==> config.mk <==
export PLATFORM = sky130hd
export DESIGN_NAME = sdr_drop_report
export DESIGN_NICKNAME = d
export VERILOG_FILES = /design/src/include/sdr_pkg.sv /design/src/core/sdr_drop_report.sv
export VERILOG_INCLUDE_DIRS = /design/src /design/src/include
export SDC_FILE = /design/constraint.sdc
export NUM_CORES = 1
export LEC_CHECK = 0
export BUFFER_PORTS_ARGS = -buffer_cell sky130_fd_sc_hd__clkbuf_2
export CAP_MARGIN = 20
export CORE_MARGIN = 2
export CORE_UTILIZATION = 55
export CTS_CLUSTER_SIZE = 28
export DETAILED_ROUTE_END_ITERATION = 12
export GPL_TIMING_DRIVEN = 1
export PLACE_DENSITY = 0.8
export SLEW_MARGIN = 5
export SYNTH_ARGS = -nofsm -noshare
export SYNTH_HDL_FRONTEND = slang
export SYNTH_SLANG_ARGS = --single-unit
==> constraint.sdc <==
create_clock -name i_core_clk -period 3.2 [get_ports i_core_clk]
set_input_delay 0.64 -clock i_core_clk [delete_from_list [all_inputs] [get_ports i_core_clk]]
set_output_delay 0.64 -clock i_core_clk [all_outputs]
set_load 0.005 [all_outputs]
==> src/include/sdr_params.svh <==
// Register offsets, field positions, reset values and widths of drop reporting
`ifndef SDR_PARAMS_SVH
`define SDR_PARAMS_SVH

//==============================================================================
// Widths
`define SDR_ADDR_W          16
`define SDR_DATA_W          32
`define SDR_CNT_W           32

//==============================================================================
// Register offsets
`define SDR_OFS_P2_CNT      16'h1C18
`define SDR_OFS_MASK        16'h1C20
`define SDR_OFS_PEND        16'h1C21

//==============================================================================
// Reset values
`define SDR_RST_P2_CNT      32'h00000000
`define SDR_RST_MASK        1'h1

//==============================================================================
// Field positions
`define SDR_MASK_BIT        0
`define SDR_A_VALID_BIT     0
`define SDR_A_PORT_LSB      1
`define SDR_A_REASON_LSB    3
`define SDR_B_VALID_BIT     7
`define SDR_B_PORT_LSB      8
`define SDR_B_REASON_LSB    10

`endif

==> src/include/sdr_pkg.sv <==
// Types shared by the drop event reporting block
package sdr_pkg;
`include "sdr_params.svh"

   typedef enum logic [3:0]
   {
      SDR_RSN_BCAST_LEVEL = 4'h0,
      SDR_RSN_RED         = 4'h1,
      SDR_RSN_NO_BUF      = 4'h2,
      SDR_RSN_NO_DESC     = 4'h3,
      SDR_RSN_NO_DEST     = 4'h4,
      SDR_RSN_RX_ERR      = 4'h5,
      SDR_RSN_DROP_LEVEL  = 4'h6,
      SDR_RSN_YELLOW      = 4'h9
   } sdr_reason_e;

   typedef enum logic [1:0]
   {
      SDR_PORT0     = 2'h0,
      SDR_PORT1     = 2'h1,
      SDR_PORT2     = 2'h2,
      SDR_PORT_RSVD = 2'h3
   } sdr_port_e;

   typedef enum logic [2:0]
   {
      SDR_FILL_EMPTY = 3'h1,
      SDR_FILL_A     = 3'h2,
      SDR_FILL_AB    = 3'h4
   } sdr_fill_e;

   typedef struct packed
   {
      logic                     wr;
      logic                     rd;
      logic [`SDR_ADDR_W-1:0]   addr;
      logic [`SDR_DATA_W-1:0]   wdata;
   } sdr_bus_s;

   typedef struct packed
   {
      logic                     valid;
      logic [3:0]               reason;
      logic [1:0]               port;
   } sdr_event_s;

   typedef struct packed
   {
      logic                     valid;
      logic [3:0]               reason;
      logic [1:0]               port;
   } sdr_slot_s;

endpackage

==> src/core/sdr_drop_report.sv <==
// Drop event reporting: port 2 rate drop counter, interrupt mask, pending slots
`timescale 1ns/1ps
`include "sdr_params.svh"
//==============================================================================

module sdr_drop_report
   import sdr_pkg::*;
#(
   parameter int unsigned CNT_W = `SDR_CNT_W
)
(
   input  wire logic       i_core_clk,
   input  wire logic       i_rst,
   input  wire logic       i_clk_en,
   input  wire sdr_bus_s   i_bus,
   input  wire sdr_event_s i_drop,
   output logic [31:0]     o_rd_data,
   output logic            o_irq
);

   //===========================================================================
   // Functions

   // Address match against one register offset
   function automatic logic addr_hit
   (
      input logic [`SDR_ADDR_W-1:0] addr,
      input logic [`SDR_ADDR_W-1:0] ofs
   );
      return addr == ofs;
   endfunction

   // Only documented reason codes are recorded
   function automatic logic reason_ok
   (
      input logic [3:0] rsn
   );
      logic ok;
      ok = 1'b0;
      case (rsn)
         SDR_RSN_BCAST_LEVEL : ok = 1'b1;
         SDR_RSN_RED         : ok = 1'b1;
         SDR_RSN_NO_BUF      : ok = 1'b1;
         SDR_RSN_NO_DESC     : ok = 1'b1;
         SDR_RSN_NO_DEST     : ok = 1'b1;
         SDR_RSN_RX_ERR      : ok = 1'b1;
         SDR_RSN_DROP_LEVEL  : ok = 1'b1;
         SDR_RSN_YELLOW      : ok = 1'b1;
         default             : ok = 1'b0;
      endcase
      return ok;
   endfunction

   // Reserved source port code is never recorded
   function automatic logic port_ok
   (
      input logic [1:0] prt
   );
      return prt != SDR_PORT_RSVD;
   endfunction

   // Saturating increment
   function automatic logic [CNT_W-1:0] sat_inc
   (
      input logic [CNT_W-1:0] val
   );
      logic [CNT_W-1:0] res;
      res = val;
      if (&val)
      begin
         res = val;
      end
      else
      begin
         res = val + 1'b1;
      end
      return res;
   endfunction

   // Fill state implied by the valid flags of both slots
   function automatic sdr_fill_e fill_from_slots
   (
      input sdr_slot_s sa,
      input sdr_slot_s sb
   );
      sdr_fill_e f;
      f = SDR_FILL_EMPTY;
      if (sa.valid && sb.valid)
      begin
         f = SDR_FILL_AB;
      end
      else if (sa.valid)
      begin
         f = SDR_FILL_A;
      end
      return f;
   endfunction

   // Place both slots into the pending register layout
   function automatic logic [31:0] pack_pending
   (
      input sdr_slot_s sa,
      input sdr_slot_s sb
   );
      logic [31:0] word;
      word = 32'h00000000;
      word[`SDR_A_VALID_BIT]                           = sa.valid;
      word[`SDR_A_PORT_LSB +: 2]                       = sa.port;
      word[`SDR_A_REASON_LSB +: 4]                     = sa.reason;
      word[`SDR_B_VALID_BIT]                           = sb.valid;
      word[`SDR_B_PORT_LSB +: 2]                       = sb.port;
      word[`SDR_B_REASON_LSB +: 4]                     = sb.reason;
      return word;
   endfunction

   //===========================================================================
   // Declarations

   logic [CNT_W-1:0] cnt_r;
   logic [CNT_W-1:0] cnt_nxt;
   logic             mask_r;
   logic             mask_nxt;
   sdr_fill_e        fill_r;
   sdr_fill_e        fill_nxt;
   sdr_slot_s        slot_a_r;
   sdr_slot_s        slot_a_nxt;
   sdr_slot_s        slot_b_r;
   sdr_slot_s        slot_b_nxt;
   logic [31:0]      rd_data_r;
   logic [31:0]      rd_data_nxt;
   logic             irq_r;
   logic             irq_nxt;

   logic             rd_cnt;
   logic             rd_pend;
   logic             rd_mask;
   logic             wr_mask;
   logic             ev_ok;
   logic             rate_hit;
   sdr_slot_s        ev_slot;

   //===========================================================================
   // Register bus decode

   always_comb
   begin
      rd_cnt  = 1'b0;
      rd_pend = 1'b0;
      rd_mask = 1'b0;
      wr_mask = 1'b0;
      if (i_bus.rd && addr_hit(i_bus.addr, `SDR_OFS_P2_CNT))
      begin
         rd_cnt = 1'b1;
      end
      else if (i_bus.rd && addr_hit(i_bus.addr, `SDR_OFS_PEND))
      begin
         rd_pend = 1'b1;
      end
      else if (i_bus.rd && addr_hit(i_bus.addr, `SDR_OFS_MASK))
      begin
         rd_mask = 1'b1;
      end
      if (i_bus.wr && addr_hit(i_bus.addr, `SDR_OFS_MASK))
      begin
         wr_mask = 1'b1;
      end
   end

   //===========================================================================
   // Drop event qualification

   always_comb
   begin
      ev_ok          = i_drop.valid && reason_ok(i_drop.reason) && port_ok(i_drop.port);
      ev_slot.valid  = 1'b1;
      ev_slot.reason = i_drop.reason;
      ev_slot.port   = i_drop.port;
      rate_hit       = ev_ok && (i_drop.port == SDR_PORT2) &&
                       ((i_drop.reason == SDR_RSN_RED) ||
                        (i_drop.reason == SDR_RSN_YELLOW));
   end

   //===========================================================================
   // Port 2 rate drop counter

   always_comb
   begin
      cnt_nxt = cnt_r;
      if (rd_cnt)
      begin
         cnt_nxt = '0;
      end
      if (rate_hit)
      begin
         cnt_nxt = sat_inc(cnt_nxt);
      end
   end

   always_ff @(posedge i_core_clk or posedge i_rst)
   begin
      if (i_rst)
      begin
         cnt_r <= CNT_W'(`SDR_RST_P2_CNT);
      end
      else if (i_clk_en)
      begin
         cnt_r <= cnt_nxt;
      end
   end

   //===========================================================================
   // Interrupt mask

   always_comb
   begin
      mask_nxt = mask_r;
      if (wr_mask)
      begin
         mask_nxt = i_bus.wdata[`SDR_MASK_BIT];
      end
   end

   always_ff @(posedge i_core_clk or posedge i_rst)
   begin
      if (i_rst)
      begin
         mask_r <= `SDR_RST_MASK;
      end
      else if (i_clk_en)
      begin
         mask_r <= mask_nxt;
      end
   end

   //===========================================================================
   // Pending record slots

   always_comb
   begin
      sdr_fill_e base;
      base       = fill_r;
      slot_a_nxt = slot_a_r;
      slot_b_nxt = slot_b_r;
      // Illegal fill code is rebuilt from the slot valid flags
      case (fill_r)
         SDR_FILL_EMPTY, SDR_FILL_A, SDR_FILL_AB :
         begin
            base = fill_r;
         end
         default :
         begin
            base = fill_from_slots(slot_a_r, slot_b_r);
         end
      endcase
      if (rd_pend)
      begin
         base       = SDR_FILL_EMPTY;
         slot_a_nxt = '0;
         slot_b_nxt = '0;
      end
      fill_nxt = base;
      if (ev_ok)
      begin
         case (base)
            SDR_FILL_EMPTY :
            begin
               slot_a_nxt = ev_slot;
               fill_nxt   = SDR_FILL_A;
            end
            SDR_FILL_A :
            begin
               slot_b_nxt = ev_slot;
               fill_nxt   = SDR_FILL_AB;
            end
            SDR_FILL_AB :
            begin
               fill_nxt   = SDR_FILL_AB;
            end
            default :
            begin
               slot_a_nxt = ev_slot;
               slot_b_nxt = '0;
               fill_nxt   = SDR_FILL_A;
            end
         endcase
      end
   end

   always_ff @(posedge i_core_clk or posedge i_rst)
   begin
      if (i_rst)
      begin
         fill_r   <= SDR_FILL_EMPTY;
         slot_a_r <= '0;
         slot_b_r <= '0;
      end
      else if (i_clk_en)
      begin
         fill_r   <= fill_nxt;
         slot_a_r <= slot_a_nxt;
         slot_b_r <= slot_b_nxt;
      end
   end

   //===========================================================================
   // Read data

   always_comb
   begin
      rd_data_nxt = 32'h00000000;
      if (rd_cnt)
      begin
         rd_data_nxt = 32'(cnt_r);
      end
      else if (rd_pend)
      begin
         rd_data_nxt = pack_pending(slot_a_r, slot_b_r);
      end
      else if (rd_mask)
      begin
         rd_data_nxt[`SDR_MASK_BIT] = mask_r;
      end
   end

   always_ff @(posedge i_core_clk or posedge i_rst)
   begin
      if (i_rst)
      begin
         rd_data_r <= 32'h00000000;
      end
      else if (i_clk_en)
      begin
         rd_data_r <= rd_data_nxt;
      end
   end

   //===========================================================================
   // Interrupt output

   always_comb
   begin
      irq_nxt = (slot_a_nxt.valid || slot_b_nxt.valid) && !mask_nxt;
   end

   always_ff @(posedge i_core_clk or posedge i_rst)
   begin
      if (i_rst)
      begin
         irq_r <= 1'b0;
      end
      else if (i_clk_en)
      begin
         irq_r <= irq_nxt;
      end
   end

   //===========================================================================
   // Outputs

   assign o_rd_data = rd_data_r;
   assign o_irq     = irq_r;

endmodule

==> flow_metrics.py, run 1 <==
metrics = {
    "route": {
        "drc": 0,
        "dr.pass1.iters": 4,
        "first_iter_violations": 227,
        "vias_per_cell": 5.756,
        "post_drt_wl_per_cell_microns": 15.31,
        "vias": 3649,
        "wl_mm": 9.705,
        "antenna_left": 0,
    },
    "cells_and_area": {
        "area_growth_pct": 16.22,
        "layout_common_cells": "dfrtp_1 (81), nand2_1 (70), clkbuf_2 (61)",
        "layoutNonFillerInstCount": 634,
        "multi_input_comb_area_sq_um": 2059,
        "num_antenna_cells": 0,
        "final_util_pct": 65.64,
        "drive_above_1_share_pct": 22.18,
        "final_cell_area_sq_um": 5046,
        "fillCellCount": 630,
        "final_common_cell": "dfrtp_1",
        "register_area_sq_um": 2079,
        "nets": 588,
    },
    "clock_tree": {
        "root_buffer": "clkbuf_8",
        "clkSinkCount": 83,
        "htree_levels": 3,
        "clk_latency_ns": 0.36,
        "cts_setup_buffers": 0,
        "ctsResizeCount": 0,
        "numCtsBuffers": 9,
        "cts_tree": "built",
        "ctsHoldBuffers": 0,
        "clk_path_buf_depth": 2,
        "clkTransAtPathRegs_ns": 0.09,
    },
    "sta": {
        "fmax_mhz": 348.7,
        "min_period_ns": 2.868,
        "min_period_over_period_pct": 89.62,
        "drv_slew": 0,
        "worst_slew_pin_slew_ns": 0.8059,
        "setup_violations": 0,
        "setup_slack_ns": 0.3323,
        "finClkSkew_ns": 0.007041,
        "rsz0062_at_grt": "no",
        "max-slew-margin-rel_pct": 46.28,
        "hold_violations": 0,
    },
    "setup_path": {
        "critical_path_required_ns": 3.45,
        "crit_arrival_ns": 3.12,
        "cp_cell_sequence": "clkbuf_2 > nand2b_1 > or3b_2 > or2_0 > and2_1 > ha_1 > inv_1 > nor4_4 > and2_1 > a2111oi_2 > mux2i_1 > nand2_1",
        "end_kind": "flop",
        "path_buf_inv": 2,
        "worst_path_most_repeated_cell": "and2_1",
        "start_kind": "primary input",
        "cpPeakStageDelay_ns": 0.46,
        "rr_worst_depth": 10,
        "cp_num_cells": 12,
        "path_class": "primary input to flop",
        "path_max_fanout": 5,
        "crit_family": "simple AND/OR/NAND/NOR gates",
        "worst_path_max_delay_cell": "or3b_2",
    },
    "yosys": {
        "synth_seq_cells": 83,
        "netlist_instances": 460,
        "netlist_area_sq_um": 4342,
        "syn_nets": 521,
        "ys_top_cells_by_area": "dfrtp_1 (47%), nand2_1 (6.1%), xor2_1 (3.2%)",
        "synthDistinctLibCells": 59,
        "synth_top_cell_by_area": "dfrtp_1",
        "ys_warn_count": 0,
        "ys.flop_type": "dfrtp_1",
        "yosysTopAreaCellShare_pct": 46.69,
        "avgSynthCellArea_sq_um": 9.438,
        "synthArstFlopShare_pct": 100.0,
        "synth_edf_count": 0,
        "yosysSeqAreaShare_pct": 47.90,
    },
    "run_status": {
        "status": "completed",
    },
    "grt": {
        "grt_pass1_vias": 3630,
        "grt_first_pass_wirelength_mm": 16.60,
        "grt-ovfl-total": 0,
        "antenna_found_initial": 0,
        "grt_max_degree": 87,
        "grt_usage_pct": 24.07,
    },
    "placement": {
        "place_ws_ns": -0.02192,
        "placed_cells": 618,
        "place_area_sq_um": 4822,
        "io_buffers": 61,
        "dp_hpwl_mm": 6.879,
        "place.gp.congestion": 0.8979,
    },
    "worst_hold_path": {
        "hold_path.class": "primary input to asynchronous set/reset pin",
    },
    "die": {
        "row_count": 32,
        "start_util_pct": 56.48,
        "die_h_microns": 92.85,
        "core_area_sq_um": 7687,
        "io_pins": 93,
        "dieArea_sq_um": 8620,
        "die_w_microns": 92.85,
    },
    "power_and_ir_drop": {
        "p_leak_nw": 2.166,
        "peakVddDrop_v": 0.0004484,
        "p_per_area_nw_per_um2": 504.7,
    },
    "run": {
        "cap_violations": 0,
    },
}
==> cell type report <==
cell class | count | area share [%]
Inverter | 27 | 2.033
Clock buffer | 9 | 2.455
Sequential cell | 83 | 41.21
Tap cell | 102 | 2.529
Timing Repair Buffer | 79 | 8.976
Multi-Input combinational cell | 327 | 40.81
Clock inverter | 7 | 1.984
==> cell families (layout without fill, tap and decap cells) <==
group | after synthesis | count (layout) | share of synthesized area (%)
simple gates | 197 | 197 | 24.96
compound gates | 100 | 100 | 16.14
flops | 83 | 83 | 47.90
buf+inv | 50 | 122 | 4.668
xor+xnor | 23 | 23 | 4.640
mux | 6 | 6 | 1.412
fa+ha+maj | 1 | 1 | 0.2881
==> worst reg2reg max path, stage by stage (launching register included) <==
cell	delay, ns
dfrtp_1	0.39
and2_1	0.14
ha_1	0.18
inv_1	0.09
nor4_4	0.41
buf_4	0.19
nand4_4	0.11
buf_4	0.19
o21ai_1	0.29
nor2_1	0.10
xnor2_1	0.14
==> layer usage <==
metal	wire, microns	GRT usage (%)
met1	4159	30.26
met2	4866	40.76
met3	452	3.743
met4	225	11.27
met5	0	0
==> power by group <==
| group | leakage, nW | internal, mW | switching [mW] |
|---|---|---|---|
| Combinational | 0.970 | 0.202 | 0.204 |
| Sequential | 1.09 | 1.18 | 0.121 |
| Clock | 0.102 | 0.444 | 0.398 |
==> metrics by stage <==
step | setup TNS, ns | hold slack, ns | total power, mW
floorplan | 0 | 0.4664 | 1.593
global placement | 0 | 0.4837 | 1.691
detailed placement | -0.02192 | 0.4904 | 1.721
CTS | 0 | 0.2727 | 2.563
global route | 0 | 0.2949 | 2.679
finish | 0 | 0.2644 | 2.547
==> state kept, by name (all words and copies together), names as in the netlist <==
signal     flops
cnt_r         32
o_rd_data     32
slot_a_r       7
slot_b_r       7
fill_r         3
mask_r         1
o_irq          1
==> cells in the mapped netlist, drive strengths merged, types with 8 or more instances <==
cell type  instances
dfrtp             81
nand2             70
nor2              34
inv               27
a21oi             22
o22ai             20
nand4             19
nand3             17
xor2              16
a22oi             14
a22o              12
clkbuf            12
buf               11
o21ai             11
and2               8
nor3               8
==> path summary, 6_finish.rpt <==
kind | start | endpoint | slack [ns]
setup / recovery | i_bus[37] | cnt_r[23] | 0.33
hold / removal | i_rst | o_rd_data[30] | 0.26
setup reg to reg | cnt_r[1] | cnt_r[2] | 0.85
hold reg to reg | mask_r | mask_r | 0.50
max in group asynchronous | i_rst | fill_r[0] | 2.24
min in group i_core_clk | mask_r | mask_r | 0.50
Power figures use the tool's default switching activity.
==> inputs of run 2 (changes only) <==
==> constraint.sdc (replaced) <==
create_clock -name i_core_clk -period 3.7 [get_ports i_core_clk]
set_input_delay 0.74 -clock i_core_clk [delete_from_list [all_inputs] [get_ports i_core_clk]]
set_output_delay 0.74 -clock i_core_clk [all_outputs]
set_load 0.005 [all_outputs]
==> flow_metrics.py, run 2 (same netlist as run 1, synthesis figures left out) <==
metrics = {
    "sta": {
        "max-slew-margin-rel_pct": 39.76,
        "finalSetupTns_ns": 0,
        "min_period_over_period_pct": 83.51,
        "fmax_mhz": 323.6,
        "min_period_ns": 3.090,
        "rsz0062_at_grt": "no",
        "finClkSkew_ns": 0.009969,
        "hold_violations": 0,
        "setup_violations": 0,
        "drv_slew": 0,
        "setup_slack_ns": 0.6102,
        "timing.hold.ws_ns": 0.5001,
        "worst_slew_pin_slew_ns": 0.9025,
    },
    "power_and_ir_drop": {
        "seq_power_share_pct": 55.1,
        "switching_share_pct": 29.92,
        "p_int_mw": 1.430,
        "peakVddDrop_v": 0.0003088,
        "switchingPower_mw": 0.6106,
        "clkPwrFrac_pct": 27.8,
        "total_power_mw": 2.041,
        "p_leak_nw": 2.093,
        "p_per_area_nw_per_um2": 416.8,
        "combPwrFrac_pct": 17.1,
    },
    "setup_path": {
        "critical_path_required_ns": 3.95,
        "path_class": "primary input to flop",
        "crit_arrival_ns": 3.34,
        "start_kind": "primary input",
        "path_max_fanout": 5,
        "end_kind": "flop",
    },
    "cells_and_area": {
        "final_common_cell": "dfrtp_1",
        "drive_above_1_share_pct": 20.31,
        "layout_common_cells": "dfrtp_1 (81), nand2_1 (70), clkbuf_2 (61)",
        "num_antenna_cells": 0,
        "nets": 578,
        "area_growth_pct": 12.77,
    },
    "route": {
        "post_drt_wl_per_cell_microns": 15.51,
        "wl_mm": 9.680,
        "drc": 0,
        "vias": 3654,
        "antenna_left": 0,
        "dr.pass1.iters": 6,
        "vias_per_cell": 5.856,
        "first_iter_violations": 207,
    },
    "clock_tree": {
        "ctsResizeCount": 0,
        "clkSinkCount": 83,
        "ctsHoldBuffers": 0,
        "clk_latency_ns": 0.36,
        "numCtsBuffers": 9,
        "clk_path_buf_depth": 2,
        "root_buffer": "clkbuf_8",
        "cts_setup_buffers": 0,
        "htree_levels": 3,
        "cts_tree": "built",
        "clkTransAtPathRegs_ns": 0.08,
    },
    "worst_hold_path": {
        "hold_path.class": "flop to flop",
    },
    "die": {
        "io_pins": 93,
        "die_w_microns": 92.85,
        "dieArea_sq_um": 8620,
        "core_area_sq_um": 7687,
        "start_util_pct": 56.48,
        "die_h_microns": 92.85,
        "row_count": 32,
    },
    "placement": {
        "place.gp.congestion": 0.8952,
        "io_buffers": 61,
        "place_ws_ns": 0.2126,
        "dp_hpwl_mm": 6.691,
    },
    "run_status": {
        "status": "completed",
    },
    "grt": {
        "grt_pass1_vias": 3605,
        "grt_first_pass_wirelength_mm": 16.74,
        "grt-ovfl-total": 0,
        "grt_max_degree": 87,
        "antenna_found_initial": 0,
        "grt_usage_pct": 24.41,
    },
    "run": {
        "cap_violations": 0,
    },
}
-- run 2: final timing paths --
| path | depth (start not counted) | start | to | slack [ns] |
|---|---|---|---|---|
| worst max-delay path | 12 | i_bus[37] | cnt_r[23] | 0.61 |
| worst min-delay path | 2 | mask_r | mask_r | 0.50 |
| worst max register to register | 9 | cnt_r[1] | cnt_r[14] | 1.35 |
| worst min register to register | 2 | mask_r | mask_r | 0.50 |
| max in group asynchronous | 3 | i_rst | o_rd_data[8] | 2.41 |
| min in group asynchronous | 2 | i_rst | cnt_r[14] | 0.53 |
-- run 2: critical path: stages --
cell,delay [ns]
clkbuf_2,0.09
nand2b_1,0.15
or3b_2,0.50
or2_0,0.25
and2_1,0.17
ha_1,0.24
inv_1,0.16
nor4_4,0.10
and2_1,0.21
a2111oi_2,0.43
mux2i_1,0.25
nand2_1,0.06
-- run 2: power by group through the flow --
stage	combinational, mW	clock (mW)	sequential [mW]
after floorplan	0.285	0	1.09
after global placement	0.328	0	1.13
after detailed placement	0.346	0	1.14
after CTS	0.349	0.575	1.12
after global routing	0.392	0.616	1.14
final	0.349	0.568	1.12
-- run 2: per-layer routing --
layer  up-vias  GRT usage, %  routed length, microns
met5         -             0                       0
met3        24         4.312                     474
met1      1753         31.26                    4181
li1       1755             -                       -
met4         0         12.75                     222
met2       122         39.67                    4802
-- run 2: area by class of cell --
cell class,instances,area (sq um)
timing repair buffer,69,365.4
multi-input combinational,327,2059
tap,102,127.6
inverter,27,102.6
clock inverter,5,30.03
fill,649,2791
sequential,83,2079
clock buffer,11,131.4
-- run 2: through the flow --
step	util, %	cells	cell area [sq um]
2_1_floorplan	-	460	4342
3_3_place_gp	61.59	608	4735
3_5_place_dp	61.59	608	4735
4_1_cts	63.69	624	4896
5_1_grt	63.69	624	4896
6_report	63.69	624	4896
